===== src/timer_params.svh =====
/*
 Constants for the auto-reload timer: control bit positions, reset
 values and clock divider figures.
 Assumes inclusion by bare name from the timer design files.
*/
`ifndef TIMER_PARAMS_SVH
`define TIMER_PARAMS_SVH
`define CTL_HIGH_FLAG_BIT 7
`define CTL_LOW_FLAG_BIT 6
`define CTL_LOW_IRQ_EN_BIT 5
`define CTL_CAPTURE_EN_BIT 4
`define CTL_SPLIT_BIT 3
`define CTL_RUN_BIT 2
`define CTL_UNUSED_BIT 1
`define CTL_EXT_CLK_BIT 0
`define CTL_RESET 8'h00
`define BYTE_RESET 8'h00
`define SYS_DIV 12
`define EXT_DIV 8
`endif


===== src/timer_pkg.sv =====
/*
 Types shared by the timer design files.
 Assumes nothing beyond a SystemVerilog compiler.
*/
package timer_pkg;
	typedef enum logic [1:0] {
		SRC_DIV12 = 2'b00,
		SRC_EXT8 = 2'b01,
		SRC_SYS = 2'b10
	} clk_src_t;
endpackage


===== src/tick_gen.sv =====
/*
 Tick generator: system clock divided by 12 and a synchronised external
 clock divided by 8, with a falling-edge capture pulse.
 Assumes ext_clk_in is asynchronous to ref_clk_in and slower than half it.
*/
`timescale 1ns/1ps
`include "timer_params.svh"
module tick_gen (
	input wire logic ref_clk_in,
	input wire logic nrst_in,
	input wire logic ext_clk_in,
	output logic div12_tick_out,
	output logic ext8_tick_out,
	output logic ext8_fall_out
);
	logic [3:0] pre_q;
	logic [1:0] sync_q;
	logic ext_prev_q;
	logic [2:0] ext_cnt_q;
	logic ext_rise;
	logic pre_wrap;
	assign ext_rise = sync_q[1] & ~ext_prev_q;
	assign pre_wrap = (pre_q == 4'(`SYS_DIV - 1));
	////////////////////////////////////////////////////////////////////
	always_ff @(posedge ref_clk_in or negedge nrst_in) begin
		if (!nrst_in) begin
			pre_q <= 4'h0;
			div12_tick_out <= 1'b0;
		end else begin
			pre_q <= pre_wrap ? 4'h0 : pre_q + 4'h1;
			div12_tick_out <= pre_wrap;
		end
	end
	////////////////////////////////////////////////////////////////////
	always_ff @(posedge ref_clk_in or negedge nrst_in) begin
		if (!nrst_in) begin
			sync_q <= 2'b00;
			ext_prev_q <= 1'b0;
			ext_cnt_q <= 3'h0;
			ext8_tick_out <= 1'b0;
			ext8_fall_out <= 1'b0;
		end else begin
			sync_q <= {sync_q[0], ext_clk_in};
			ext_prev_q <= sync_q[1];
			if (ext_rise)
				ext_cnt_q <= ext_cnt_q + 3'h1;
			ext8_tick_out <= ext_rise && (ext_cnt_q == 3'(`EXT_DIV - 1));
			// Divided clock high for counts 0..3, falls entering 4
			ext8_fall_out <= ext_rise &&
				(ext_cnt_q == 3'(`EXT_DIV / 2 - 1));
		end
	end
endmodule // tick_gen


===== src/auto_reload_timer.sv =====
/*
 Auto-reload timer: one 16-bit or two 8-bit counters, with an
 external oscillator capture mode.
 Assumes control and data writes arrive on the system clock, one per cycle.
*/
`timescale 1ns/1ps
`include "timer_params.svh"
module auto_reload_timer #(
	parameter int WIDTH = 8
) (
	input wire logic ref_clk_in,
	input wire logic nrst_in,
	input wire logic ext_clk_in,
	input wire logic ctl_wr_in,
	input wire logic [7:0] ctl_wdata_in,
	input wire logic count_low_wr_in,
	input wire logic count_high_wr_in,
	input wire logic reload_low_wr_in,
	input wire logic reload_high_wr_in,
	input wire logic [WIDTH-1:0] wdata_in,
	input wire logic high_byte_clk_sel_in,
	input wire logic low_byte_clk_sel_in,
	input wire logic timer_irq_en_in,
	output logic [7:0] timer_control_out,
	output logic [WIDTH-1:0] count_low_byte_out,
	output logic [WIDTH-1:0] count_high_byte_out,
	output logic [WIDTH-1:0] reload_low_byte_out,
	output logic [WIDTH-1:0] reload_high_byte_out,
	output logic timer_irq_out
);
	logic div12_tick, ext8_tick, ext8_fall;
	logic [WIDTH-1:0] lo_q, hi_q, rl_lo_q, rl_hi_q;
	logic hflag_q, lflag_q, lien_q, cap_q, split_q, run_q, xclk_q;
	logic lo_tick, hi_tick, lo_wrap, hi_wrap, lo_ovf, hi_ovf, cap_evt;
	logic [WIDTH-1:0] lo_d, hi_d;
	logic hflag_d, lflag_d, irq_d;
	timer_pkg::clk_src_t lo_src, hi_src;

	tick_gen u_tick (
		.ref_clk_in(ref_clk_in),
		.nrst_in(nrst_in),
		.ext_clk_in(ext_clk_in),
		.div12_tick_out(div12_tick),
		.ext8_tick_out(ext8_tick),
		.ext8_fall_out(ext8_fall)
	);
	////////////////////////////////////////////////////////////////////
	// Clock source selection per byte
	assign lo_src = low_byte_clk_sel_in ? timer_pkg::SRC_SYS :
		(xclk_q ? timer_pkg::SRC_EXT8 : timer_pkg::SRC_DIV12);
	assign hi_src = high_byte_clk_sel_in ? timer_pkg::SRC_SYS :
		(xclk_q ? timer_pkg::SRC_EXT8 : timer_pkg::SRC_DIV12);
	// Capture mode blocks external-clock counting on the low byte only; the high byte still counts in split mode
	assign lo_tick = (lo_src == timer_pkg::SRC_SYS) ||
		(lo_src == timer_pkg::SRC_DIV12 && div12_tick) ||
		(lo_src == timer_pkg::SRC_EXT8 && ext8_tick && !cap_q);
	assign hi_tick = (hi_src == timer_pkg::SRC_SYS) ||
		(hi_src == timer_pkg::SRC_DIV12 && div12_tick) ||
		(hi_src == timer_pkg::SRC_EXT8 && ext8_tick);
	////////////////////////////////////////////////////////////////////
	// Count and wrap decode
	assign lo_wrap = &lo_q;
	assign hi_wrap = &hi_q;
	// 16-bit counts on the low-byte clock; split gates high byte only
	assign lo_ovf = (split_q ? lo_tick : (run_q && lo_tick)) && lo_wrap;
	assign hi_ovf = split_q ? (run_q && hi_tick && hi_wrap) :
		(lo_ovf && hi_wrap);
	assign cap_evt = cap_q && ext8_fall;

	always_comb begin
		lo_d = lo_q;
		hi_d = hi_q;
		if (split_q) begin
			if (lo_tick)
				lo_d = lo_wrap ? rl_lo_q : lo_q + 1'b1;
			if (run_q && hi_tick)
				hi_d = hi_wrap ? rl_hi_q : hi_q + 1'b1;
		end else if (run_q && lo_tick) begin
			if (lo_wrap && hi_wrap) begin
				lo_d = rl_lo_q;
				hi_d = rl_hi_q;
			end else begin
				lo_d = lo_q + 1'b1;
				hi_d = lo_wrap ? hi_q + 1'b1 : hi_q;
			end
		end
		if (count_low_wr_in)
			lo_d = wdata_in;
		if (count_high_wr_in)
			hi_d = wdata_in;
	end
	////////////////////////////////////////////////////////////////////
	// Flags: a hardware set wins over a software clear
	always_comb begin
		hflag_d = hflag_q;
		lflag_d = lflag_q;
		if (ctl_wr_in) begin
			hflag_d = ctl_wdata_in[`CTL_HIGH_FLAG_BIT];
			lflag_d = ctl_wdata_in[`CTL_LOW_FLAG_BIT];
		end
		if (hi_ovf || cap_evt)
			hflag_d = 1'b1;
		if (lo_ovf)
			lflag_d = 1'b1;
	end
	// Low flag only requests when its enable is set
	assign irq_d = timer_irq_en_in &&
		(hflag_d || (lien_q && lflag_d));
	////////////////////////////////////////////////////////////////////
	always_ff @(posedge ref_clk_in or negedge nrst_in) begin
		if (!nrst_in) begin
			{hflag_q, lflag_q, lien_q, cap_q} <= 4'h0;
			{split_q, run_q, xclk_q} <= 3'h0;
			timer_irq_out <= 1'b0;
		end else begin
			hflag_q <= hflag_d;
			lflag_q <= lflag_d;
			timer_irq_out <= irq_d;
			if (ctl_wr_in) begin
				lien_q <= ctl_wdata_in[`CTL_LOW_IRQ_EN_BIT];
				cap_q <= ctl_wdata_in[`CTL_CAPTURE_EN_BIT];
				split_q <= ctl_wdata_in[`CTL_SPLIT_BIT];
				run_q <= ctl_wdata_in[`CTL_RUN_BIT];
				xclk_q <= ctl_wdata_in[`CTL_EXT_CLK_BIT];
			end
		end
	end

	always_ff @(posedge ref_clk_in or negedge nrst_in) begin
		if (!nrst_in) begin
			lo_q <= WIDTH'(`BYTE_RESET);
			hi_q <= WIDTH'(`BYTE_RESET);
			rl_lo_q <= WIDTH'(`BYTE_RESET);
			rl_hi_q <= WIDTH'(`BYTE_RESET);
		end else begin
			lo_q <= lo_d;
			hi_q <= hi_d;
			if (cap_evt) begin
				rl_lo_q <= lo_q;
				rl_hi_q <= hi_q;
			end else begin
				if (reload_low_wr_in)
					rl_lo_q <= wdata_in;
				if (reload_high_wr_in)
					rl_hi_q <= wdata_in;
			end
		end
	end
	////////////////////////////////////////////////////////////////////
	// Output view, registered
	always_ff @(posedge ref_clk_in or negedge nrst_in) begin
		if (!nrst_in) begin
			timer_control_out <= `CTL_RESET;
			count_low_byte_out <= WIDTH'(`BYTE_RESET);
			count_high_byte_out <= WIDTH'(`BYTE_RESET);
			reload_low_byte_out <= WIDTH'(`BYTE_RESET);
			reload_high_byte_out <= WIDTH'(`BYTE_RESET);
		end else begin
			timer_control_out <= {hflag_q, lflag_q, lien_q, cap_q,
				split_q, run_q, 1'b0, xclk_q};
			count_low_byte_out <= lo_q;
			count_high_byte_out <= hi_q;
			reload_low_byte_out <= rl_lo_q;
			reload_high_byte_out <= rl_hi_q;
		end
	end
endmodule // auto_reload_timer


===== config.mk =====
export PLATFORM = sky130hd
export DESIGN_NAME = auto_reload_timer
export DESIGN_NICKNAME = d
export VERILOG_FILES = /design/src/timer_pkg.sv /design/src/tick_gen.sv /design/src/auto_reload_timer.sv
export VERILOG_INCLUDE_DIRS = /design/src
export SDC_FILE = /design/constraint.sdc
export NUM_CORES = 1
export LEC_CHECK = 0
export BUFFER_PORTS_ARGS = -buffer_cell sky130_fd_sc_hd__buf_4
export CAP_MARGIN = 10
export CORE_ASPECT_RATIO = 1.2
export CORE_MARGIN = 4
export CORE_UTILIZATION = 35
export DETAILED_ROUTE_END_ITERATION = 7
export PLACE_DENSITY = 0.57
export SLEW_MARGIN = 20
export SYNTH_ARGS = -nofsm -noshare
export SYNTH_HDL_FRONTEND = slang
export SYNTH_SLANG_ARGS = --single-unit

===== constraint.sdc =====
create_clock -name ref_clk_in -period 3.6 [get_ports ref_clk_in]
set_input_delay 0.72 -clock ref_clk_in [delete_from_list [all_inputs] [get_ports ref_clk_in]]
set_output_delay 0.72 -clock ref_clk_in [all_outputs]
set_load 0.1 [all_outputs]

==> out/metrics.csv <==
stage;metric;value;unit
outcome;status;finished, final reports clean;
drt;post-DR vias/cell;4.98;
cells_and_area;number of fill cells;988;
die;IO Pins;68;
setup_path;CP arrival;2.37;ns
global_routing;Tot GR Track Use;0.140;
drt;antenna-violating nets left;0;
die;core area;10200;um2
pwr;Worst VDD drop;0.000242;V
timing;final setup violation count;0;
synth;Mapped Cells;305;
drt;Routed WL;8090;um
drt;1st-iter DRT viols;123;
setup_path;startpoint types;register;
clock_tree;worst-skew pair later-pin latency;0.34;ns
die;Die H;121;um
timing;Final min period;2.14;ns
cells_and_area;final instance area;4570;um2
timing;final hold violation count;0;
timing;period utilization;0.596;
timing;TNS Setup;0;ns
placement;Post-Place Cells;484;
setup_path;Slowest cell on crit path;dfrtp_1;
global_routing;Congestion Overflow GR;0;
setup_path;worst path bufs/invs;0;
clock_tree;Max clock buf depth;2;
setup_path;CP Capture Type;register;
setup_path;CP max FO;8;
cells_and_area;commonest non-fill, non-tap cell in the layout;dfrtp_1;
setup_path;CP required;3.83;ns
clock_tree;H-Tree Depth;3;
cells_and_area;area of the multi-input gates;1310;um2
drt;DR WL/cell;16.2;um
drt;drt pass-1 iters;4;
synth;EDFF count, synth;0;
cells_and_area;Util after Layout;0.450;
cells_and_area;most frequent cells in the layout;dfrtp_1, buf_4, nand2_1;
cells_and_area;n_diodes;0;
synth;syn nets;338;
cells_and_area;final non-filler cell total;500;
drt;Vias;2491;
synth;Seq cells post-synth;92;
timing;Max transition margin;0.534;
placement;buffers added on ports;65;
synth;Async S/R FF share, synth;1.00;
global_routing;vias in the first global route;2499;
cells_and_area;# nets final;402;
pwr;total power;3050;uW
global_routing;initial antenna violation count;0;
setup_path;cell family with most CP delay;simple AND/OR/NAND/NOR gates;
setup_path;most used cell, CP;and3_1;
clock_tree;root buffer cell;clkbuf_16;
global_routing;first-pass GRT wire length;13100;um
die;Core Rows;40;
clock_tree;Clk pin slew, worst setup/hold paths;0.07;ns
timing;RSZ-0062 raised after global routing;false;
pwr;Static Leakage;0.00208;uW
cells_and_area;register area;2300;um2
clock_tree;clock buffer count from CTS;9;
global_routing;largest net degree at the start of global routing;56;
pwr;PD cells;666;nW/um2
placement;DP Area;4290;um2
clock_tree;CTS hold repair buffers;0;
synth;Mapped Area;3700;um2
synth;Cell variety after synth;53;
timing;Least-Margin Pin Slew;0.699;ns
synth;Synth Flop Type;dfrtp_1;
setup_path;CP Class;reg2reg;
die;Starting Density;0.364;
synth;register area share after synthesis;0.622;
flow_run;Max Cap Viol;0;
worst_hold_path;worst hold-check path type;reg2reg;
die;Die W;102;um
clock_tree;setup bufs post-CTS;0;
die;die area;12300;um2
synth;Yosys warning count;0;
cells_and_area;share of layout cells above drive strength 1;0.259;
timing;FMAX;466;MHz
placement;gpl congestion;0.762;
setup_path;slowest stage delay, CP;0.46;ns
synth;Avg Synthesized Cell Area;12.1;um2
clock_tree;# clock sinks;92;
timing;final slew viol count;0;
clock_tree;CTS tree;built;
cells_and_area;Layout area overhead;23.6;%
drt;DRC Markers;0;
clock_tree;Post-CTS Resized;0;
setup_path;crit-path cells;ha_1, and3_1, and2_1, and3_1, a211o_1, o21a_1;
placement;HPWL after detailed placement;5760;um
timing;Clock Skews;0.00742;ns
per-stage QoR:
stage	hold slack [ns]	setup WS, ns
after floorplan	0.331	1.71
after global placement	0.335	1.37
after detailed placement	0.339	1.37
after CTS	0.354	1.44
after global routing	0.371	1.35
final	0.351	1.46
worst register-to-register path: cells and delay by family (launching register included):
| kind | cells | cell delay [ns] |
|---|---|---|
| AOI/OAI and AO/OA | 2 | 0.59 |
| adders and majority gates | 1 | 0.26 |
| DFF | 1 | 0.46 |
| and+or+nand+nor | 3 | 0.73 |
worst paths after layout:
check	from	endpoint	slack, ns	cells after the start
min in group asynchronous	nrst_in	timer_control_out[5]	0.43	1
setup / recovery	hi_q[0]	timer_irq_out	1.46	6
setup reg to reg	hi_q[0]	timer_irq_out	1.46	6
max in group asynchronous	nrst_in	timer_control_out[4]	2.43	2
hold reg to reg	u_tick.sync_q[0]	u_tick.sync_q[1]	0.35	0
hold / removal	u_tick.sync_q[0]	u_tick.sync_q[1]	0.35	0
power breakdown:
group / switching, uW / internal [uW]
Clock: 382 / 485
Combinational: 670 / 209
Sequential: 115 / 1190
Total: 1170 / 1880
registers in the layout, summed over array words and instances (netlist names):
signal,cells
u_tick.ext8_tick_out,1
cap_q,1
count_low_byte_out,8
timer_control_out,7
lien_q,1
u_tick.sync_q,2
u_tick.pre_q,4
u_tick.ext_prev_q,1
hi_q,8
u_tick.ext_cnt_q,3
hflag_q,1
reload_low_byte_out,8
u_tick.ext8_fall_out,1
reload_high_byte_out,8
run_q,1
lflag_q,1
rl_lo_q,8
rl_hi_q,8
xclk_q,1
timer_irq_out,1
u_tick.div12_tick_out,1
split_q,1
lo_q,8
count_high_byte_out,8
synth_stat cells (2+ instances only):
master,number,area [um2]
dfrtp_1,92,2300
nand2_1,33,124
o21ai_0,24,120
mux2i_1,23,230
nor2_1,12,45.0
a21oi_1,10,50.1
nand3_1,10,50.1
clkbuf_1,8,30.0
inv_1,7,26.3
o31ai_1,7,52.6
a22oi_1,6,45.0
ha_1,6,75.1
mux2_2,5,56.3
and2_1,4,25.0
and3_1,4,25.0
xnor2_1,4,35.0
xor2_1,4,35.0
nand2b_1,3,18.8
o21ai_1,3,15.0
a31o_2,2,17.5
a31oi_1,2,12.5
and4_1,2,17.5
buf_1,2,7.51
nor2b_1,2,12.5
nor3b_1,2,15.0
cells by family (layout without fill, tap and decap cells):
group	Yosys count	after routing	synth area share
xor+xnor	8	8	0.0189
compound gates	68	68	0.127
other cells	1	1	0.00101
fa+ha+maj	6	6	0.0203
flops	92	92	0.622
mux	28	28	0.0774
buf+inv	21	90	0.0250
simple gates	81	81	0.108
layout make-up:
class                           instances  share of cell area
Clock inverter                          6             0.00876
Clock buffer                           10              0.0523
Tap cell                              126              0.0345
Inverter                                7             0.00575
Timing Repair Buffer                   67               0.110
Multi-Input combinational cell        192               0.285
Sequential cell                        92               0.503
per-layer routing:
metal  global-route usage  routed length, um  vias up
met1                0.179               3560     1220
met5                    0                  0        -
met3               0.0485                549        9
li1                     -                  -     1201
met2                0.220               3880       61
met4               0.0468                108        0
No activity file was read; power rests on OpenSTA's default activity.
